### config.mk
export PLATFORM = sky130hd
export DESIGN_NAME = ccpr_regs
export DESIGN_NICKNAME = d
export VERILOG_FILES = /design/src/hw/ccpr_pkg.sv /design/src/hw/ccpr_serial_sync.sv /design/src/hw/ccpr_regs.sv
export SDC_FILE = /design/constraint.sdc
export NUM_CORES = 1
export LEC_CHECK = 0
export BUFFER_PORTS_ARGS = -buffer_cell sky130_fd_sc_hd__buf_2
export CAP_MARGIN = 20
export CORE_MARGIN = 2
export CORE_UTILIZATION = 53
export CTS_CLUSTER_DIAMETER = 120
export DETAILED_ROUTE_END_ITERATION = 7
export GPL_TIMING_DRIVEN = 0
export PLACE_DENSITY = 0.85
export SLEW_MARGIN = 0
export SYNTH_ARGS = -nofsm -noshare
export SYNTH_HDL_FRONTEND = slang
export SYNTH_SLANG_ARGS = --single-unit
export TNS_END_PERCENT = 30
### constraint.sdc
create_clock -name clk -period 2 [get_ports clk]
set_input_delay 0.3 -clock clk [delete_from_list [all_inputs] [get_ports clk]]
set_output_delay 0.3 -clock clk [all_outputs]
set_load 0.05 [all_outputs]
### src/hw/ccpr_pkg.sv
package ccpr_pkg;
  // register offsets (12-bit serial address)
  localparam logic [11:0] CCPR_OFF_SOFT_RESET = 12'h000;
  localparam logic [11:0] CCPR_OFF_IFACE = 12'h007;
  localparam logic [11:0] CCPR_OFF_PDN = 12'h008;
  localparam logic [11:0] CCPR_OFF_OBD_LO = 12'h00a;
  localparam logic [11:0] CCPR_OFF_OBD_MID = 12'h00b;
  localparam logic [11:0] CCPR_OFF_OBD_HI = 12'h00c;
  localparam logic [11:0] CCPR_OFF_MASK = 12'h00d;
  localparam logic [11:0] CCPR_OFF_FUSE = 12'h013;
  // field positions
  localparam int CCPR_BIT_RESET = 0;
  localparam int CCPR_BIT_MAP_HI = 7;
  localparam int CCPR_BIT_MAP_LO = 5;
  localparam int CCPR_BIT_OVR = 3;
  localparam int CCPR_BIT_SEL_HI = 2;
  localparam int CCPR_BIT_CLKBUF = 5;
  localparam int CCPR_BIT_REFAMP = 4;
  localparam int CCPR_BIT_CHA = 2;
  localparam int CCPR_BIT_CHB = 1;
  localparam int CCPR_BIT_GLOBAL = 0;
  localparam int CCPR_BIT_KEEP_CLK = 3;
  localparam int CCPR_BIT_KEEP_REF = 2;
  localparam int CCPR_BIT_BG_OFF = 1;
  localparam int CCPR_BIT_FUSE_LD = 0;
  // writable-bit masks; reserved bits read as zero
  localparam logic [7:0] CCPR_MASK_SOFT_RESET = 8'h01;
  localparam logic [7:0] CCPR_MASK_IFACE = 8'hef;
  localparam logic [7:0] CCPR_MASK_PDN = 8'h37;
  localparam logic [7:0] CCPR_MASK_MASKREG = 8'h0e;
  // reset values
  localparam logic [7:0] CCPR_RST_BYTE = 8'h00;
  localparam logic [23:0] CCPR_RST_OBD = 24'h000000;
  // serial frame: r/w bit, 3 zero bits, 12 address bits, 8 data bits
  localparam logic [4:0] CCPR_FRAME_BITS = 5'h18;
  localparam logic [4:0] CCPR_ADDR_BITS = 5'h10;
  // interface mapper codes
  localparam logic [2:0] CCPR_MAP_2W_18_14 = 3'h1;
  localparam logic [2:0] CCPR_MAP_2W_16 = 3'h2;
  localparam logic [2:0] CCPR_MAP_1W = 3'h3;
  localparam logic [2:0] CCPR_MAP_HALF = 3'h4;
  localparam logic [2:0] CCPR_MAP_DDR = 3'h5;
  // interface mode codes
  localparam logic [2:0] CCPR_MODE_DDR = 3'h1;
  localparam logic [2:0] CCPR_MODE_2W = 3'h3;
  localparam logic [2:0] CCPR_MODE_1W = 3'h4;
  localparam logic [2:0] CCPR_MODE_HALF = 3'h5;
endpackage : ccpr_pkg

### src/hw/ccpr_serial_sync.sv
`timescale 1ns/1ns
`default_nettype none
// two-flop synchroniser for the serial pins
module ccpr_serial_sync (
  // clock and reset
  input wire logic clk,
  input wire logic rstn,
  // pin side
  input wire logic [2:0] pin_in,
  // synchronised side
  output logic [2:0] sync_out
);
  logic [2:0] meta_reg;

  always_ff @(posedge clk or negedge rstn) begin
    if (!rstn) begin
      // idle pin levels: select high, sclk low, so no false sclk edge after reset
      meta_reg <= 3'h4;
      sync_out <= 3'h4;
    end else begin
      meta_reg <= pin_in;
      sync_out <= meta_reg;
    end
  end
endmodule : ccpr_serial_sync
`default_nettype wire

### src/hw/ccpr_regs.sv
// Function
// - bit 0 at 0x00 resets all registers
// - mapper field bits 7-5 codes 001..101
// - mapper takes effect after fuse load
// - fuse mapping used, field reads 000
// - bit 3 enables interface mode override
// - mode field bits 2-0 codes DDR..half
// - fuse mode used, bit 3 reads 0
// - bit 5 powers down clock buffer
// - bit 4 powers down reference amplifier
// - bit 2 powers down channel A
// - bit 1 powers down channel B
// - bit 0 global power-down, mask decides clock/ref/bandgap
// - 24-bit field disables output buffers
// - mask bit keeps clock/ref powered
`timescale 1ns/1ns
`default_nettype none
module ccpr_regs (
  // clock and reset
  input wire logic clk,
  input wire logic rstn,
  // serial port pins, host-clocked, sampled here
  input wire logic serial_port_select_n,
  input wire logic sclk,
  input wire logic sdio_in,
  output logic sdio_out,
  output logic sdio_oe,
  // fuse defaults
  input wire logic [2:0] fuse_bit_mapping,
  input wire logic [2:0] fuse_iface_mode,
  // effective interface settings
  output logic [2:0] iface_bit_mapping,
  output logic [2:0] iface_mode_select,
  // power controls
  output logic sample_clock_buffer_off,
  output logic reference_gain_amp_off,
  output logic channel_a_off,
  output logic channel_b_off,
  output logic bandgap_off,
  output logic [23:0] output_buffer_disable
);
  import ccpr_pkg::*;

  typedef enum logic [1:0] {CCPR_IDLE, CCPR_SHIFT, CCPR_DONE} ccpr_state_t;

  logic [2:0] sync;
  logic sen_n;
  logic sclk_s;
  logic sdi_s;
  logic sclk_d_reg;
  logic rise;
  logic fall;
  ccpr_state_t state_reg;
  logic [4:0] cnt_reg;
  logic [23:0] shift_reg;
  logic [7:0] rdata_reg;
  logic soft_rst;
  logic wr_stb;
  logic [7:0] soft_reset_ctrl_reg;
  logic [7:0] output_interface_ctrl_reg;
  logic [7:0] power_down_ctrl_reg;
  logic [23:0] obd_reg;
  logic [7:0] mask_reg;
  logic [2:0] map_active_reg;
  logic [2:0] mode_fuse_reg;
  logic [7:0] rd_byte;

  function automatic logic [7:0] ccpr_read(input logic [11:0] a, input logic [7:0] rst, input logic [7:0] ifc,
                                          input logic [7:0] pdn, input logic [23:0] obd, input logic [7:0] msk);
    case (a)
      CCPR_OFF_SOFT_RESET: ccpr_read = rst;
      CCPR_OFF_IFACE: ccpr_read = ifc;
      CCPR_OFF_PDN: ccpr_read = pdn;
      CCPR_OFF_OBD_LO: ccpr_read = obd[7:0];
      CCPR_OFF_OBD_MID: ccpr_read = obd[15:8];
      CCPR_OFF_OBD_HI: ccpr_read = obd[23:16];
      CCPR_OFF_MASK: ccpr_read = msk;
      default: ccpr_read = CCPR_RST_BYTE;
    endcase
  endfunction : ccpr_read

  ccpr_serial_sync u_sync (
    .clk(clk),
    .rstn(rstn),
    .pin_in({serial_port_select_n, sclk, sdio_in}),
    .sync_out(sync)
  );

  assign sen_n = sync[2];
  assign sclk_s = sync[1];
  assign sdi_s = sync[0];
  assign rise = sclk_s & ~sclk_d_reg;
  assign fall = ~sclk_s & sclk_d_reg;

  always_ff @(posedge clk or negedge rstn) begin
    if (!rstn) begin
      sclk_d_reg <= 1'b0;
    end else begin
      sclk_d_reg <= sclk_s;
    end
  end

  // serial frame receiver; read bit is shift_reg[15] after 16 bits
  always_ff @(posedge clk or negedge rstn) begin
    if (!rstn) begin
      state_reg <= CCPR_IDLE;
      cnt_reg <= 5'h00;
      shift_reg <= 24'h000000;
    end else begin
      case (state_reg)
        CCPR_IDLE: begin
          cnt_reg <= 5'h00;
          if (!sen_n) begin
            state_reg <= CCPR_SHIFT;
          end
        end
        CCPR_SHIFT: begin
          if (sen_n) begin
            state_reg <= CCPR_IDLE;
          end else if (rise) begin
            shift_reg <= {shift_reg[22:0], sdi_s};
            cnt_reg <= cnt_reg + 5'h01;
            if (cnt_reg == CCPR_FRAME_BITS - 5'h01) begin
              state_reg <= CCPR_DONE;
            end
          end
        end
        CCPR_DONE: begin
          if (sen_n) begin
            state_reg <= CCPR_IDLE;
          end
        end
        default: state_reg <= CCPR_IDLE;
      endcase
    end
  end

  // write strobe one cycle at frame end, write frames only
  assign wr_stb = (state_reg == CCPR_SHIFT) && rise && !sen_n && (cnt_reg == CCPR_FRAME_BITS - 5'h01)
                  && !shift_reg[22] && (shift_reg[21:19] == 3'h0);
  wire [11:0] wr_addr = shift_reg[18:7];
  wire [7:0] wr_data = {shift_reg[6:0], sdi_s};
  assign soft_rst = wr_stb && (wr_addr == CCPR_OFF_SOFT_RESET) && wr_data[CCPR_BIT_RESET];

  assign rd_byte = ccpr_read(shift_reg[11:0], soft_reset_ctrl_reg, output_interface_ctrl_reg, power_down_ctrl_reg,
                             obd_reg, mask_reg);

  // read data loaded after the address phase, shifted out msb first on falling edges
  always_ff @(posedge clk or negedge rstn) begin
    if (!rstn) begin
      rdata_reg <= 8'h00;
      sdio_out <= 1'b0;
      sdio_oe <= 1'b0;
    end else begin
      if (state_reg == CCPR_SHIFT && cnt_reg == CCPR_ADDR_BITS && shift_reg[15] && shift_reg[14:12] == 3'h0) begin
        if (fall) begin
          rdata_reg <= rd_byte;
          sdio_out <= rd_byte[7];
          sdio_oe <= 1'b1;
        end
      end else if (state_reg == CCPR_SHIFT && sdio_oe) begin
        if (fall) begin
          rdata_reg <= {rdata_reg[6:0], 1'b0};
          sdio_out <= rdata_reg[6];
        end
      end else begin
        sdio_oe <= 1'b0;
        sdio_out <= 1'b0;
      end
    end
  end

  // set only for the restore cycle, then self clears; a frame is far longer, so reads see zero
  always_ff @(posedge clk or negedge rstn) begin
    if (!rstn) begin
      soft_reset_ctrl_reg <= CCPR_RST_BYTE;
    end else begin
      soft_reset_ctrl_reg <= soft_rst ? CCPR_MASK_SOFT_RESET : CCPR_RST_BYTE;
    end
  end

  // register bank, soft reset restores defaults
  always_ff @(posedge clk or negedge rstn) begin
    if (!rstn) begin
      output_interface_ctrl_reg <= CCPR_RST_BYTE;
      power_down_ctrl_reg <= CCPR_RST_BYTE;
      obd_reg <= CCPR_RST_OBD;
      mask_reg <= CCPR_RST_BYTE;
    end else if (soft_rst) begin
      output_interface_ctrl_reg <= CCPR_RST_BYTE;
      power_down_ctrl_reg <= CCPR_RST_BYTE;
      obd_reg <= CCPR_RST_OBD;
      mask_reg <= CCPR_RST_BYTE;
    end else if (wr_stb) begin
      case (wr_addr)
        CCPR_OFF_IFACE: output_interface_ctrl_reg <= wr_data & CCPR_MASK_IFACE;
        CCPR_OFF_PDN: power_down_ctrl_reg <= wr_data & CCPR_MASK_PDN;
        CCPR_OFF_OBD_LO: obd_reg[7:0] <= wr_data;
        CCPR_OFF_OBD_MID: obd_reg[15:8] <= wr_data;
        CCPR_OFF_OBD_HI: obd_reg[23:16] <= wr_data;
        CCPR_OFF_MASK: mask_reg <= wr_data & CCPR_MASK_MASKREG;
        default: ;
      endcase
    end
  end

  // fuse load: active mapping taken from register only on command
  always_ff @(posedge clk or negedge rstn) begin
    if (!rstn) begin
      map_active_reg <= 3'h0;
      mode_fuse_reg <= 3'h0;
    end else if (soft_rst || state_reg == CCPR_IDLE && map_active_reg == 3'h0) begin
      // fuses caught after reset release, register field still reads 000
      map_active_reg <= fuse_bit_mapping;
      mode_fuse_reg <= fuse_iface_mode;
    end else if (wr_stb && wr_addr == CCPR_OFF_FUSE && wr_data[CCPR_BIT_FUSE_LD]) begin
      // an unwritten 000 field keeps the fuse mapping
      if (output_interface_ctrl_reg[CCPR_BIT_MAP_HI:CCPR_BIT_MAP_LO] != 3'h0) begin
        map_active_reg <= output_interface_ctrl_reg[CCPR_BIT_MAP_HI:CCPR_BIT_MAP_LO];
      end else begin
        map_active_reg <= fuse_bit_mapping;
      end
    end
  end

  // effective outputs, all registered
  always_ff @(posedge clk or negedge rstn) begin
    if (!rstn) begin
      iface_bit_mapping <= 3'h0;
      iface_mode_select <= 3'h0;
      sample_clock_buffer_off <= 1'b0;
      reference_gain_amp_off <= 1'b0;
      channel_a_off <= 1'b0;
      channel_b_off <= 1'b0;
      bandgap_off <= 1'b0;
      output_buffer_disable <= CCPR_RST_OBD;
    end else begin
      iface_bit_mapping <= map_active_reg;
      iface_mode_select <= output_interface_ctrl_reg[CCPR_BIT_OVR]
                           ? output_interface_ctrl_reg[CCPR_BIT_SEL_HI:0] : mode_fuse_reg;
      sample_clock_buffer_off <= power_down_ctrl_reg[CCPR_BIT_CLKBUF]
                                 | (power_down_ctrl_reg[CCPR_BIT_GLOBAL] & ~mask_reg[CCPR_BIT_KEEP_CLK]);
      reference_gain_amp_off <= power_down_ctrl_reg[CCPR_BIT_REFAMP]
                                | (power_down_ctrl_reg[CCPR_BIT_GLOBAL] & ~mask_reg[CCPR_BIT_KEEP_REF]);
      channel_a_off <= power_down_ctrl_reg[CCPR_BIT_CHA] | power_down_ctrl_reg[CCPR_BIT_GLOBAL];
      channel_b_off <= power_down_ctrl_reg[CCPR_BIT_CHB] | power_down_ctrl_reg[CCPR_BIT_GLOBAL];
      bandgap_off <= power_down_ctrl_reg[CCPR_BIT_GLOBAL] & mask_reg[CCPR_BIT_BG_OFF];
      output_buffer_disable <= obd_reg;
    end
  end

  chk_soft_reset_clear: assert property (@(posedge clk) disable iff (!rstn)
    soft_rst |=> ##1 (power_down_ctrl_reg == 8'h00 && soft_reset_ctrl_reg == 8'h00))
    else $error("soft reset did not restore defaults");
  chk_reset_reads_zero: assert property (@(posedge clk) disable iff (!rstn)
    soft_reset_ctrl_reg[0] |=> soft_reset_ctrl_reg == 8'h00)
    else $error("soft reset bit reads one");
  chk_override_mode: assert property (@(posedge clk) disable iff (!rstn)
    output_interface_ctrl_reg[3] |=>
    iface_mode_select == $past(output_interface_ctrl_reg[2:0]))
    else $error("override mode not applied");
  chk_clkbuf_off: assert property (@(posedge clk) disable iff (!rstn)
    $stable(power_down_ctrl_reg) && power_down_ctrl_reg[5] |=> sample_clock_buffer_off)
    else $error("clock buffer not off");
  chk_refamp_off: assert property (@(posedge clk) disable iff (!rstn)
    $stable(power_down_ctrl_reg) && power_down_ctrl_reg[4] |=> reference_gain_amp_off)
    else $error("ref amp not off");
  chk_cha_off: assert property (@(posedge clk) disable iff (!rstn)
    $stable(power_down_ctrl_reg) && power_down_ctrl_reg[2] |=> channel_a_off)
    else $error("channel a not off");
  chk_chb_off: assert property (@(posedge clk) disable iff (!rstn)
    $stable(power_down_ctrl_reg) && power_down_ctrl_reg[1] |=> channel_b_off)
    else $error("channel b not off");
  chk_mask_keeps_clk: assert property (@(posedge clk) disable iff (!rstn)
    $stable(power_down_ctrl_reg) && $stable(mask_reg) && power_down_ctrl_reg == 8'h01 && mask_reg[3]
    |=> !sample_clock_buffer_off && channel_a_off)
    else $error("mask not honoured");
  chk_obd_follow: assert property (@(posedge clk) disable iff (!rstn)
    output_buffer_disable == $past(obd_reg))
    else $error("buffer disable mismatch");
endmodule : ccpr_regs
`default_nettype wire

==> metrics <==
run status finished clean; max-cap viol count 0; routability cong. 0.920; unrepaired setup endpoints after global routing true; Bufs on Longest Clock Path 2; Post-DP HPWL 8480 um; measured slew at the worst slew-check pin 0.566 ns; GRT Residual Overflow 0; worst-path fanout max 9; io pins 48; Port Buffers 47; DR vias/cell 5.96; clock skew 0.00640 ns; Routed Antenna Nets 0; total power 6.23 mW; Worst Reg2Reg Path Length in Cells 7; # H-tree levels 4; clk sinks 127; Pwr per Cell Area 929 mW/mm^2; hold path start fuse_iface_mode[1]; hold depth 2; Hold WS 0.0172 ns; Clock power frac 48.9%; Crit path max-delay family simple AND/OR/NAND/NOR gates; crit path kind reg2reg; overall routing resource usage 24.2%; Area Overhead vs Synth 22.9%; CP cell instances ha_4, and4b_4, and2_4, and4_1, buf_6, nor2_4, mux2_4; die height 105 um; sequential element share of the synthesized area 58.3%; routed via count 4,022; arrival time at the worst endpoint 2.36 ns; antenna violations before repair 0; DRC Markers 0; Hold Path End mode_fuse_reg[1]$_DFFE_PN0P_; die area 0.0111 sq mm; period utilization 98.1%; Die W 105 um; sw frac 24.2%; syn nets 460; P_leak 3.37 nW; cells after synthesis 447; Reg power frac 43.0%; Setup crit start kind flop; flops & latches, synth 127; Worst Path Buf+Inv 1; slowest cell on the critical path dfrtp_1; sw power 1.51 mW; latest clock arrival within the worst-skew pair 0.52 ns; final wirelength 12,900 um; n_diodes 0; synthesized area per cell 12.2 sq um; Setup crit end kind flop; final net count 540; commonest non-fill, non-tap cell in the layout dfrtp_1; Slew Viols, Final 0; CTS buffer count 17; Final Core Density 66.1%; Hold WC Path Type in2reg; # rows 37; first-pass GRT wire length 20,500 um; # fillers 729; largest net degree at the start of global routing 72; number of global-route vias before repair 3,946; Worst slew margin 62.2%; most frequent cells in the layout 125 x dfrtp_1, 55 x buf_2, 43 x nor2_1; Hold Fails Final Rpt 0; Critical Path RT 2.40 ns; core area 0.0101 sq mm; internal reg-to-reg setup slack 0.04 ns; Max Clk Rate 510 MHz; Pre-antenna DRT Iters 5; Initial Util 53.8%; synthesized area 0.00545 sq mm; worst r2r dst mode_fuse_reg[0]$_DFFE_PN0P_; predominant post-synthesis flop cell dfrtp_1; Post-synth ARST share 100%; Critical R2R Launch cnt_reg[1]$_DFFE_PN0P_; Ys Warns 0; Clk pin slew, worst setup/hold paths 0.06 ns; combinational share of power 8.1%; final setup violation count 0; layout cell share with drive strength beyond 1 29.3%; Netlist cell types 63; Routed wire per std cell 19.1 um; slowest stage delay, CP 0.43 ns; Post-synth EDFFs 0; TritonCTS clock tree done; root buf cell clkbuf_8; Int Pwr 4.72 mW; maximum VDD drop 0.486 mV; min Tclk post-route 1.96 ns; Iter 0 DRT Violations 289
## metal layers
metal | track usage [%] | up-vias | wire (um)
li1 | - | 1781 | -
met1 | 31.3 | 2011 | 5200
met2 | 38.1 | 180 | 6350
met3 | 5.81 | 50 | 855
met4 | 12.6 | 0 | 499
met5 | 0 | - | 0
## power groups by stage
stage	clock, mW	sequential (mW)	combinational [mW]
6_report	3.04	2.68	0.506
4_1_cts	3.07	2.66	0.506
5_1_grt	3.20	2.68	0.538
3_3_place_gp	0	2.70	0.466
3_5_place_dp	0	2.70	0.487
2_1_floorplan	0	2.70	0.293
## Yosys cell counts (4+ instances only)
master	number	share of area, %
nor2b_1	7	0.80
a31oi_1	8	0.92
dfrtp_1	125	57
and2_1	5	0.57
nor2_1	44	3.0
buf_4	4	0.55
and3b_1	4	0.64
mux2_2	25	5.2
inv_1	13	0.90
nor3_1	5	0.46
nand2_1	27	1.9
a21o_1	4	0.55
mux2i_1	33	6.1
a22o_1	6	0.96
a32oi_1	5	0.80
clkbuf_1	7	0.48
nand3_1	12	1.1
nand3b_1	6	0.83
a21oi_1	5	0.46
and4_1	7	1.1
buf_2	9	0.83
o21ai_0	14	1.3
nand4_1	5	0.57
## metrics by stage
step,cells,setup WS [ns],TNS (ns),area (sq um)
6_report,675,0.0380,0,6700
5_1_grt,675,-0.0409,-0.205,6700
4_1_cts,672,0.00432,0,6600
3_5_place_dp,631,-0.149,-1.94,5890
3_3_place_gp,630,-0.826,-103.65,5860
2_1_floorplan,447,0.0331,0,5450
## how the worst max path moves through the flow
stage | start | to | slack [ns] | cells after the start
floorplan | cnt_reg[0]$_DFFE_PN0P_ | mode_fuse_reg[0]$_DFFE_PN0P_ | 0.03 | 8
global placement | rstn | rdata_reg[5]$_DFFE_PN0P_ | -0.83 | 1
detailed placement | shift_reg[15]$_DFFE_PN0P_ | obd_reg[0]$_DFFE_PN0P_ | -0.15 | 5
CTS | shift_reg[20]$_DFFE_PN0P_ | obd_reg[23]$_DFFE_PN0P_ | 0.004 | 6
global route | shift_reg[17]$_DFFE_PN0P_ | obd_reg[8]$_DFFE_PN0P_ | -0.04 | 8
finish | cnt_reg[1]$_DFFE_PN0P_ | mode_fuse_reg[0]$_DFFE_PN0P_ | 0.04 | 7
## worst register-to-register path, delay by kind of cell (launching register included)
kind                     cells  cell delay, ns
flip-flops                   1            0.43
AND/OR/NAND/NOR              4            0.77
multiplexers                 1            0.32
adder cells (fa/ha/maj)      1            0.19
buffers and inverters        1            0.14
## cell type report
cell class	instances	area, sq um	area share [%]
sequential	127	3180	47.5
tap	136	170	2.54
multi-input combinational	284	2180	32.5
timing repair buffer	63	407	6.07
clock inverter	10	138	2.05
inverter	13	48.8	0.728
clock buffer	21	449	6.70
buffer	21	131	1.96
## timing repair
action / CTS / global route
endpoints found under the hold margin: 60 / 0
pin swaps: 5 / 5
resized for setup: 9 / 15
setup endpoints to repair: 57 / 48
buffers inserted: 6 / 4
hold buffers: 5 / 0
## cell families (layout without fill, tap and decap cells)
| group | after synthesis | in the layout | share of synthesized area, % |
|---|---|---|---|
| compound gates | 65 | 65 | 8.52 |
| xor+xnor | 2 | 2 | 0.321 |
| flops | 127 | 127 | 58.3 |
| buf+inv | 36 | 128 | 3.24 |
| mux | 61 | 61 | 12.0 |
| simple gates | 154 | 154 | 17.1 |
| fa+ha+maj | 2 | 2 | 0.459 |
No activity file was read; power rests on OpenSTA's default activity.
